**src/inc/bwc_pkg.sv**
```systemverilog
package bwc_pkg;

    // =========================================================
    // Register map (byte addresses, one word each)
    localparam logic [11:0] OFS_INPUT   = 12'h000;
    localparam logic [11:0] OFS_SUM_LO  = 12'h004;
    localparam logic [11:0] OFS_SUM_HI  = 12'h008;
    localparam logic [11:0] OFS_POLYCTL = 12'h00C;
    localparam logic [11:0] OFS_STATUS  = 12'h010;

    // =========================================================
    // Fields and reset values
    localparam int          POLYNOMIAL_SELECT_SEL_BIT   = 0;
    localparam int          STAT_PEND_BIT  = 0;
    localparam int          STAT_FULL_BIT  = 1;
    localparam logic [7:0]  RST_BYTE       = 8'h00;
    localparam logic [15:0] RST_SUM        = 16'h0000;

    // =========================================================
    // Generator constants
    localparam logic [15:0] POLYNOMIAL_SELECT_CCITT     = 16'h1021;
    localparam logic [15:0] POLYNOMIAL_SELECT_CRC16     = 16'h8005;

    // =========================================================
    // Buffer shape
    localparam int          FIFO_WIDTH     = 8;
    localparam int          FIFO_DEPTH     = 4;

endpackage

```
**src/inc/bwc_stream_if.sv**
```systemverilog
`timescale 1ns/1ps
`default_nettype none
interface bwc_stream_if;
    logic       valid;
    logic       ready;
    logic [7:0] data;
    modport src (output valid, output data, input ready);
    modport snk (input valid, input data, output ready);
endinterface
`default_nettype wire

```
**src/logic/bwc_fifo.sv**
```systemverilog
`timescale 1ns/1ps
`default_nettype none
module bwc_fifo #(
    parameter int WIDTH = 8,
    parameter int DEPTH = 4
) (
    input  wire logic             pclk,
    input  wire logic             presetn,
    input  wire logic             in_valid,
    output logic                  in_ready,
    input  wire logic [WIDTH-1:0] in_data,
    output logic                  out_valid,
    input  wire logic             out_ready,
    output logic      [WIDTH-1:0] out_data,
    output logic                  empty,
    output logic                  full
);
    localparam int AW = (DEPTH > 1) ? $clog2(DEPTH) : 1;

    logic [WIDTH-1:0] mem_r [DEPTH];
    logic [AW-1:0]    wptr_r;
    logic [AW-1:0]    rptr_r;
    logic [AW:0]      cnt_r;
    logic             push;
    logic             pop;

    assign empty     = (cnt_r == '0);
    assign full      = (cnt_r == (AW+1)'(DEPTH));
    assign in_ready  = !full;
    assign out_valid = !empty;
    assign out_data  = mem_r[rptr_r];
    assign push      = in_valid && !full;
    assign pop       = out_ready && !empty;

    // =========================================================
    // Storage
    always_ff @(posedge pclk or negedge presetn) begin
        if (!presetn) begin
            for (int i = 0; i < DEPTH; i++) begin
                mem_r[i] <= '0;
            end
        end else if (push) begin
            mem_r[wptr_r] <= in_data;
        end
    end

    // =========================================================
    // Pointers and count
    always_ff @(posedge pclk or negedge presetn) begin
        if (!presetn) begin
            wptr_r <= '0;
            rptr_r <= '0;
            cnt_r  <= '0;
        end else begin
            if (push) begin
                wptr_r <= (wptr_r == AW'(DEPTH-1)) ? '0 : wptr_r + 1'b1;
            end
            if (pop) begin
                rptr_r <= (rptr_r == AW'(DEPTH-1)) ? '0 : rptr_r + 1'b1;
            end
            cnt_r <= cnt_r + (AW+1)'(push) - (AW+1)'(pop);
        end
    end
endmodule
`default_nettype wire

```
**src/logic/bwc_crc16.sv**
```systemverilog
// Design decisions made here: the APB interface to the registers and the placing of the registers.
`timescale 1ns/1ps
`default_nettype none
module bwc_crc16 (
    input  wire logic        pclk,
    input  wire logic        presetn,
    input  wire logic        psel,
    input  wire logic        penable,
    input  wire logic        pwrite,
    input  wire logic [11:0] paddr,
    input  wire logic [31:0] pwdata,
    input  wire logic [3:0]  pstrb,
    output logic      [31:0] prdata,
    output logic             pready,
    output logic             pslverr
);
    // =========================================================
    // Declarations
    logic [7:0]  input_byte_r;
    logic [15:0] running_checksum_r;
    logic        polynomial_select_r;
    logic [31:0] prdata_r;
    logic        wr_acc;
    logic        rd_acc;
    logic        hit;
    logic        in_wr;
    logic        fifo_empty;
    logic        fifo_full;
    logic [15:0] fold_nxt;
    logic [15:0] polynomial_select_val;
    logic        fold_valid;
    logic        fold_ready;
    logic [7:0]  fold_byte;

    bwc_stream_if feed ();

    assign wr_acc = psel && penable && pwrite && pready;
    assign rd_acc = psel && penable && !pwrite;
    assign hit    = (paddr == bwc_pkg::OFS_INPUT)   || (paddr == bwc_pkg::OFS_SUM_LO) ||
                    (paddr == bwc_pkg::OFS_SUM_HI)  || (paddr == bwc_pkg::OFS_POLYCTL) ||
                    (paddr == bwc_pkg::OFS_STATUS);
    assign in_wr  = wr_acc && (paddr == bwc_pkg::OFS_INPUT) && pstrb[0];

    // =========================================================
    // APB answer: input writes wait while the buffer is full
    assign pready  = !(psel && pwrite && (paddr == bwc_pkg::OFS_INPUT) && !feed.ready);
    assign pslverr = psel && penable && pready && !hit;
    assign prdata  = prdata_r;

    // =========================================================
    // Byte buffer between the bus and the folding logic
    assign feed.valid = in_wr;
    assign feed.data  = pwdata[7:0];

    bwc_fifo #(
        .WIDTH (bwc_pkg::FIFO_WIDTH),
        .DEPTH (bwc_pkg::FIFO_DEPTH)
    ) u_fifo (
        .pclk      (pclk),
        .presetn   (presetn),
        .in_valid  (feed.valid),
        .in_ready  (feed.ready),
        .in_data   (feed.data),
        .out_valid (fold_valid),
        .out_ready (fold_ready),
        .out_data  (fold_byte),
        .empty     (fifo_empty),
        .full      (fifo_full)
    );

    // A checksum write holds off folding so the load is never overwritten
    assign fold_ready = !(wr_acc && ((paddr == bwc_pkg::OFS_SUM_LO) ||
                                     (paddr == bwc_pkg::OFS_SUM_HI)));

    // =========================================================
    // Eight bit steps unrolled in one cycle
    always_comb begin
        logic [15:0] t;
        t        = '0;
        polynomial_select_val = polynomial_select_r ? bwc_pkg::POLYNOMIAL_SELECT_CRC16
                                       : bwc_pkg::POLYNOMIAL_SELECT_CCITT;
        t = running_checksum_r ^ {fold_byte, 8'h00};
        for (int b = 0; b < 8; b++) begin
            if (t[15]) begin
                t = {t[14:0], 1'b0} ^ polynomial_select_val;
            end else begin
                t = {t[14:0], 1'b0};
            end
        end
        fold_nxt = t;
    end

    // =========================================================
    // Input byte register
    always_ff @(posedge pclk or negedge presetn) begin
        if (!presetn) begin
            input_byte_r <= bwc_pkg::RST_BYTE;
        end else if (in_wr) begin
            input_byte_r <= pwdata[7:0];
        end
    end

    // =========================================================
    // Running checksum
    always_ff @(posedge pclk or negedge presetn) begin
        if (!presetn) begin
            running_checksum_r <= bwc_pkg::RST_SUM;
        end else if (wr_acc && paddr == bwc_pkg::OFS_SUM_LO && pstrb[0]) begin
            running_checksum_r[7:0] <= pwdata[7:0];
        end else if (wr_acc && paddr == bwc_pkg::OFS_SUM_HI && pstrb[0]) begin
            running_checksum_r[15:8] <= pwdata[7:0];
        end else if (fold_valid && fold_ready) begin
            running_checksum_r <= fold_nxt;
        end
    end

    // =========================================================
    // Polynomial control
    always_ff @(posedge pclk or negedge presetn) begin
        if (!presetn) begin
            polynomial_select_r <= 1'b0;
        end else if (wr_acc && paddr == bwc_pkg::OFS_POLYCTL && pstrb[0]) begin
            polynomial_select_r <= pwdata[bwc_pkg::POLYNOMIAL_SELECT_SEL_BIT];
        end
    end

    // =========================================================
    // Read data
    always_ff @(posedge pclk or negedge presetn) begin
        if (!presetn) begin
            prdata_r <= 32'h0000_0000;
        end else if (psel && !penable && !pwrite) begin
            case (paddr)
                bwc_pkg::OFS_INPUT:   prdata_r <= {24'h000000, input_byte_r};
                bwc_pkg::OFS_SUM_LO:  prdata_r <= {24'h000000, running_checksum_r[7:0]};
                bwc_pkg::OFS_SUM_HI:  prdata_r <= {24'h000000, running_checksum_r[15:8]};
                bwc_pkg::OFS_POLYCTL: prdata_r <= {31'h0000_0000, polynomial_select_r};
                bwc_pkg::OFS_STATUS:  prdata_r <= {30'h0000_0000, fifo_full, !fifo_empty};
                default:              prdata_r <= 32'h0000_0000;
            endcase
        end
    end

    // =========================================================
    // Checks
    AST_FOLD_CCITT_ONE: assert property (@(posedge pclk) disable iff (!presetn)
        (fold_valid && fold_ready && !polynomial_select_r && running_checksum_r == 16'h0000
         && fold_byte == 8'h01) |=> running_checksum_r == 16'h1021)
        else $error("CCITT fold of 01H from zero wrong");
    AST_FOLD_CRC16_ONE: assert property (@(posedge pclk) disable iff (!presetn)
        (fold_valid && fold_ready && polynomial_select_r && running_checksum_r == 16'h0000
         && fold_byte == 8'h01) |=> running_checksum_r == 16'h8005)
        else $error("CRC16 fold of 01H from zero wrong");
    AST_FOLD_ONE_CYCLE: assert property (@(posedge pclk) disable iff (!presetn)
        (fold_valid && fold_ready) |=> running_checksum_r == $past(fold_nxt))
        else $error("Fold not stored in one cycle");
    AST_FOLD_ZERO: assert property (@(posedge pclk) disable iff (!presetn)
        (fold_valid && fold_ready && running_checksum_r == 16'h0000 && fold_byte == 8'h00)
        |=> running_checksum_r == 16'h0000)
        else $error("Zero byte from zero changed checksum");
    AST_LOAD_LOW: assert property (@(posedge pclk) disable iff (!presetn)
        (wr_acc && paddr == bwc_pkg::OFS_SUM_LO && pstrb[0])
        |=> running_checksum_r[7:0] == $past(pwdata[7:0]))
        else $error("Low checksum load lost");
    AST_LOAD_HIGH: assert property (@(posedge pclk) disable iff (!presetn)
        (wr_acc && paddr == bwc_pkg::OFS_SUM_HI && pstrb[0])
        |=> running_checksum_r[15:8] == $past(pwdata[7:0]))
        else $error("High checksum load lost");
    AST_INPUT_QUEUED: assert property (@(posedge pclk) disable iff (!presetn)
        in_wr |=> !fifo_empty)
        else $error("Input write not queued");
    AST_CTL_UPPER_ZERO: assert property (@(posedge pclk) disable iff (!presetn)
        (rd_acc && paddr == bwc_pkg::OFS_POLYCTL) |-> prdata[31:1] == 31'h0000_0000)
        else $error("Control upper bits not zero");
    AST_STABLE_IDLE: assert property (@(posedge pclk) disable iff (!presetn)
        (!fold_valid && !wr_acc) |=> $stable(running_checksum_r))
        else $error("Checksum changed without cause");
endmodule
`default_nettype wire

```
**config.mk**
```make
export PLATFORM = sky130hd
export DESIGN_NAME = bwc_crc16
export DESIGN_NICKNAME = d
export VERILOG_FILES = /design/src/inc/bwc_pkg.sv /design/src/inc/bwc_stream_if.sv /design/src/logic/bwc_fifo.sv /design/src/logic/bwc_crc16.sv
export SDC_FILE = /design/constraint.sdc
export NUM_CORES = 1
export LEC_CHECK = 0
export ABC_AREA = 0
export CORE_UTILIZATION = 30
export CTS_CLUSTER_DIAMETER = 30
export DETAILED_ROUTE_END_ITERATION = 10
export DONT_BUFFER_PORTS = 1
export PLACE_DENSITY_LB_ADDON = 0.05
export SYNTH_ARGS = -nofsm -noshare
export SYNTH_HDL_FRONTEND = slang
export SYNTH_SLANG_ARGS = --single-unit
```
**constraint.sdc**
```tcl
create_clock -name pclk -period 2.41 [get_ports pclk]
set_input_delay 0.241 -clock pclk [delete_from_list [all_inputs] [get_ports pclk]]
set_output_delay 0.241 -clock pclk [all_outputs]
set_load 0.05 [all_outputs]
```
Word level (Yosys, flattened, before mapping)
Cells that the tools add are included.
- register bits after elaboration: 96
- latch bits: 0
- bits in writable memories: 0
- ROM bits: 0
- input port bits: 53
- memories kept: 0
- $add $sub $neg: 4
- multiply operators: 0
- divide/modulo/power cells: 0
- order comparisons: 3
- eq/ne operators: 8
- shift operators: 0
- mux-type cells: 22
- bitwise operators: 12
- reduce and logical (&&, ||, !) cells: 40
- operators by type and width (operator ; count):
    $mux 16 ; 10
    $xor 16x16->16 ; 9
    $mux 8 ; 6
    $pmux 8 s5 ; 1
    $bwmux 32 ; 1
    $eq 12x4->1 const B ; 2
    $logic_and 1x1->1 ; 22
    $bmux 8 s2 ; 1
    $demux 8 s2 ; 1
    $eq 12x3->1 const B ; 1
    $eq 12x5->1 const B ; 1
    $logic_not 12->1 ; 1
    $logic_not 1->1 ; 7
    $ge 3x3->1 const B ; 2
    $not 2->3 ; 2
    $logic_or 1x1->1 ; 5
    $add 2x1->2 const B ; 2
    $eq 2x2->1 const B ; 2
    $mux 2 ; 2
    $reduce_and 2->1 ; 2
    $reduce_bool 2->1 ; 2
    $add 3x1->3 ; 1
    $eq 3x3->1 const B ; 1
    $logic_not 3->1 ; 1
    4 further kinds ; 4

Depth between registers and ports, before layout
- depth in word-level cells: 24
- depth in mapped cells: 13
- mapped depth without buffers: 12

By module
From an unflattened synthesis, not the netlist that was laid out.
- cells, all modules: 495
- area total of the unflattened synthesis: 5149.9 um^2
- by module, submodules not included (module ; instances ; cells an instance ; area each (um^2) ; sequential area each (um^2)):
    bwc_fifo ; 1 ; 241 ; 2687.6 ; 975.9
    bwc_crc16 ; 1 ; 254 ; 2462.4 ; 825.8

Worst setup path after synthesis
Ideal clock, no wire load.
- kind: input to register
- start: input port paddr[11]
- end: register u_fifo.cnt_r[2]
- arrival time: 2.605 ns
- required time: 2.285 ns
- slack: -0.320 ns
- stages: 13
- buffers on the path: 1
- cell sequence: nor4_1 -> nand3_1 -> nor4b_1 -> or2_2 -> buf_2 -> inv_2 -> ha_1 -> inv_1 -> ha_1 -> inv_1 -> fa_1 -> xnor2_1 -> xnor2_1
- RTL lines (what ; RTL line ; RTL):
    start, declared ; bwc_crc16.sv:10 ; input wire logic [11:0] paddr,
    $logic_not 12->1 ; bwc_crc16.sv:46 ; assign pready = !(psel && pwrite && (paddr == bwc_pkg::OFS_INPUT) && !feed.ready);
    $logic_and 1x1->1 (2 in a row) ; bwc_crc16.sv:46 ;
    $logic_not 1->1 ; bwc_crc16.sv:46 ;
    $logic_and 1x1->1 ; bwc_crc16.sv:37 ; assign wr_acc = psel && penable && pwrite && pready;
    $logic_and 1x1->1 * ; bwc_crc16.sv:72 ; assign fold_ready = !(wr_acc && ((paddr == bwc_pkg::OFS_SUM_LO) ||
    $logic_not 1->1 * ; bwc_crc16.sv:72 ;
    $logic_and 1x1->1 * ; bwc_fifo.sv:33 ; assign pop = out_ready && !empty;
    via u_fifo.pop ; bwc_fifo.sv:25 ; logic pop;
    $sub 3x1->3 * ; bwc_fifo.sv:61 ; cnt_r <= cnt_r + (AW+1)'(push) - (AW+1)'(pop);
    end signal, assigned ; bwc_fifo.sv:61 ;
    end, declared ; bwc_fifo.sv:23 ; logic [AW:0] cnt_r;
Mark *: on every way through the listed nets, which the timed path passes. The rest lies on a longest branch.
A chain may end at the register's enable or synchronous reset.

Worst setup path after layout
- start: register u_fifo.rptr_r[0]
- end: register running_checksum_r[15]
- cells in the longest elaborated chain, start to end: 22
- RTL lines (what ; RTL line ; RTL):
    start, declared ; bwc_fifo.sv:22 ; logic [AW-1:0] rptr_r;
    start signal, assigned ; bwc_fifo.sv:59 ; rptr_r <= (rptr_r == AW'(DEPTH-1)) ? '0 : rptr_r + 1'b1;
    $not 2->3 (implied by the code) * ; bwc_fifo.sv:31 ; assign out_data = mem_r[rptr_r];
    $bmux 8 s2 * ; bwc_fifo.sv:31 ;
    $mux 8 (implied by the code) * (2 in a row) ; bwc_fifo.sv:31 ;
    $xor 16x16->16 * ; bwc_crc16.sv:82 ; t = running_checksum_r ^ {fold_byte, 8'h00};
    $mux 16 * ; bwc_crc16.sv:84 ; if (t[15]) begin
    $xor 16x16->16 / $mux 16 (equally long branches) ; bwc_crc16.sv:85, bwc_crc16.sv:84 ;
    $mux 16 * ; bwc_crc16.sv:84 ;
    $xor 16x16->16 / $mux 16 (equally long branches) ; bwc_crc16.sv:85, bwc_crc16.sv:84 ;
    [5 not listed] ; - ;
    $xor 16x16->16 / $mux 16 (equally long branches) ; bwc_crc16.sv:85, bwc_crc16.sv:84 ;
    $mux 16 * ; bwc_crc16.sv:84 ;
    $xor 16x16->16 / $mux 16 (equally long branches) ; bwc_crc16.sv:85, bwc_crc16.sv:84 ;
    $mux 16 * ; bwc_crc16.sv:84 ;
    $xor 16x16->16 / $mux 16 (equally long branches) ; bwc_crc16.sv:85, bwc_crc16.sv:84 ;
    $mux 16 * ; bwc_crc16.sv:84 ;
    $mux 16 * ; bwc_crc16.sv:112 ; end else if (fold_valid && fold_ready) begin
    $mux 8 * ; bwc_crc16.sv:110 ; end else if (wr_acc && paddr == bwc_pkg::OFS_SUM_HI && pstrb[0]) begin
    end signal, assigned ; bwc_crc16.sv:107 ; running_checksum_r <= bwc_pkg::RST_SUM;
    end signal, assigned ; bwc_crc16.sv:111 ; running_checksum_r[15:8] <= pwdata[7:0];
    end signal, assigned ; bwc_crc16.sv:113 ; running_checksum_r <= fold_nxt;
    end, declared ; bwc_crc16.sv:20 ; logic [15:0] running_checksum_r;
Mark *: on every way between the ends. The rest lies on a longest branch, timed or not. The select of a mux whose other input is x is not followed.

==> results.yml <==
global_route:
  track_usage: 0.155
  antenna_found_initial: 0
  grt_overflow: 0
  grt_pass1_wl_um: 16500
  first_global_vias: 2902
  grt_max_degree: 73
route:
  drt_iter0_markers: 131
  first_pass_iters: 4
  drc_errors: 0
  via_per_inst: 4.69
  wl_per_cell_um: 16.5
  wl_um: 10000
  num_vias: 2852
  drtAntennaViolNets: 0
power:
  power_density_nw_per_um2: 1150
  p_leak_uw: 0.00227
  ir_drop_mv: 0.394
yosys:
  synth_seq_cells: 72
  synth_top_area_share: 0.433
  synth_edf_count: 0
  synth_cell_types: 49
  yosys_warnings: 0
  ys_seq_area_frac: 0.433
  yosysTopAreaCell: "dfrtp_1"
  synth_ff_type: "dfrtp_1"
  syn_area_sq_um: 4160
  syn_inst: 388
  synth_area_leaders: "dfrtp_1, mux2_2, nand2_1"
  async_reset_ff_frac: 1.00
  avgSynthCellArea_sq_um: 10.7
worst_setup_path:
  crit_fanout: 6
  path_cells: "mux4_2 > xnor2_2 > xnor3_2 > xnor2_1 > nand2_1 > xnor2_1 > a221oi_2"
  slowest_delay_ns: 0.56
  critical_path_arrival_ns: 2.67
  setup.worst_path.start_class: "flip-flop"
  crit_type: "reg2reg"
  cp_slowest_cell: "mux4_2"
  cp.required_ns: 2.67
  crit_path_end_kind: "flip-flop"
  cp_common_cell: "xnor2_1"
place:
  placed_cells: 585
  post_dp_cell_area_sq_um: 4550
  dp_hpwl_um: 7320
  portBuffers: 0
  globalplace.congestion: 0.762
floorplanning:
  core_sq_um: 13400
  die_x_um: 120
  ios: 87
  die_h_um: 120
  fp-row-count: 42
  die-area_sq_um: 14400
  start_util: 0.311
cells_and_area:
  syn_to_final_growth_pct: 19.9
  drive_gt1_frac: 0.278
  final-seq-area_sq_um: 1800
  fin_cells: 608
  final_common_cell: "dfrtp_1"
  design_area_sq_um: 4990
  multiInputGateArea_sq_um: 2260
  antenna_cells: 0
  final_cell_mix: "dfrtp_1, nand2_1, buf_4"
  nets: 489
  fillerInstances: 1331
sta:
  hold_slack_ns: 0.0168
  hold_violations: 0
  final.setup.tns_ns: -0.00355
  slew_headroom: 0.271
  fmax_mhz: 414
  period_share: 1.00
  setup_viol: 1
  drv_slew: 0
  fin_ws_ns: -0.00355
  tightest_slew_ns: 1.10
  rsz0062_at_grt: "true"
  fin_crit_ns: 2.41
  fin_skew_ns: 0.00524
cts:
  cts_tree: "built"
  clock_path_buffers: 2
  worstSkewPairLatency_ns: 0.35
  htreeDepth: 3
  clock-root-buffer: "clkbuf_16"
  cts_sinks: 72
  cts_made_buffers: 9
  clk_pin_slew_ns: 0.06
status:
  status: "finished, violations left"
  failed_checks: "setup timing"
min_path:
  hold_class: "in2reg"
job:
  drv_cap: 0
## where the power goes
| group | leakage, uW | switching (uW) | internal (uW) | total, uW |
|---|---|---|---|---|
| Combinational | 0.00120 | 1160 | 1450 | 2610 |
| Sequential | 0.000932 | 390 | 1450 | 1840 |
| Clock | 0.000144 | 512 | 801 | 1310 |
| Total | 0.00227 | 2060 | 3700 | 5770 |
## per-stage QoR
| stage | power, uW | setup slack (ns) | util |
|---|---|---|---|
| after CTS | 5760 | -0.0361 | 0.368 |
| final | 5770 | -0.00355 | 0.373 |
| after global placement | 4310 | -0.151 | 0.339 |
| after floorplan | 3620 | -0.0440 | - |
| after detailed placement | 4320 | -0.149 | 0.339 |
| after global routing | 6190 | -0.111 | 0.373 |
## timing repair
action / in CTS / in global routing
hold buffers: 4 / 0
pin swaps: 1 / 7
setup buffers: 0 / 4
gates cloned: 0 / 0
endpoints found under the setup margin: 11 / 11
hold endpoints to repair: 74 / 0
gates resized for setup: 6 / 7
## final cells by class
class	instances	area share
Clock inverter	2	0.00251
Inverter	10	0.00802
Multi-Input combinational cell	289	0.452
Timing Repair Buffer	46	0.0754
Clock buffer	13	0.0561
Tap cell	176	0.0441
Sequential cell	72	0.361
## flip-flops by register name, summed over array words and instances (netlist names)
name                 cells
u_fifo.mem_r            32
running_checksum_r      16
input_byte_r             8
prdata                   8
u_fifo.cnt_r             3
u_fifo.rptr_r            2
u_fifo.wptr_r            2
polynomial_select_r      1
## cells by family (layout without fill, tap and decap cells)
| family | after synthesis | after routing | synth area share |
|---|---|---|---|
| muxes | 45 | 45 | 0.142 |
| and+or+nand+nor | 104 | 104 | 0.113 |
| xor gates and xnor gates | 40 | 40 | 0.112 |
| AOI/OAI and AO/OA | 68 | 68 | 0.100 |
| buffers and inverters | 50 | 71 | 0.0724 |
| other | 1 | 24 | 0.000901 |
| adders and majority gates | 8 | 8 | 0.0258 |
| DFF | 72 | 72 | 0.433 |
## final timing paths
| path | start | endpoint | slack [ns] | depth (start not counted) |
|---|---|---|---|---|
| worst max-delay path | u_fifo.rptr_r[0]$_DFFE_PN0P_ | running_checksum_r[15]$_DFFE_PN0P_ | -0.004 | 7 |
| worst min-delay path | pwdata[2] | input_byte_r[2]$_DFFE_PN0N_ | 0.02 | 2 |
| worst max register to register | u_fifo.rptr_r[0]$_DFFE_PN0P_ | running_checksum_r[15]$_DFFE_PN0P_ | -0.004 | 7 |
| worst min register to register | input_byte_r[2]$_DFFE_PN0N_ | input_byte_r[2]$_DFFE_PN0N_ | 0.46 | 2 |
| max in group asynchronous | presetn | u_fifo.rptr_r[1]$_DFFE_PN0P_ | 1.60 | 2 |
| min in group asynchronous | presetn | u_fifo.cnt_r[2]$_DFF_PN0_ | 0.48 | 2 |
## Yosys cell counts (5+ instances only)
cell type	n
nor2_1	21
nand2_1	56
mux2i_1	9
clkbuf_1	10
a21oi_1	15
mux2_2	29
inv_1	9
xor2_1	11
dfrtp_1	72
ha_1	7
buf_4	24
a22oi_1	13
mux4_1	5
xnor2_1	19
o21ai_0	26
## per-layer routing
metal  track usage  share of wire
met1         0.221           0.50
met3        0.0352          0.039
met2         0.223           0.44
met4        0.0703          0.019
met5             0              0
## critical path: cells and delay by family, from the launching register on
kind,cells,cell delay (ns)
xor gates and xnor gates,4,1.04
muxes,1,0.56
DFF,1,0.44
AOI/OAI and AO/OA,1,0.20
and+or+nand+nor,1,0.09
Note: power is estimated with default switching activity, not from simulation.
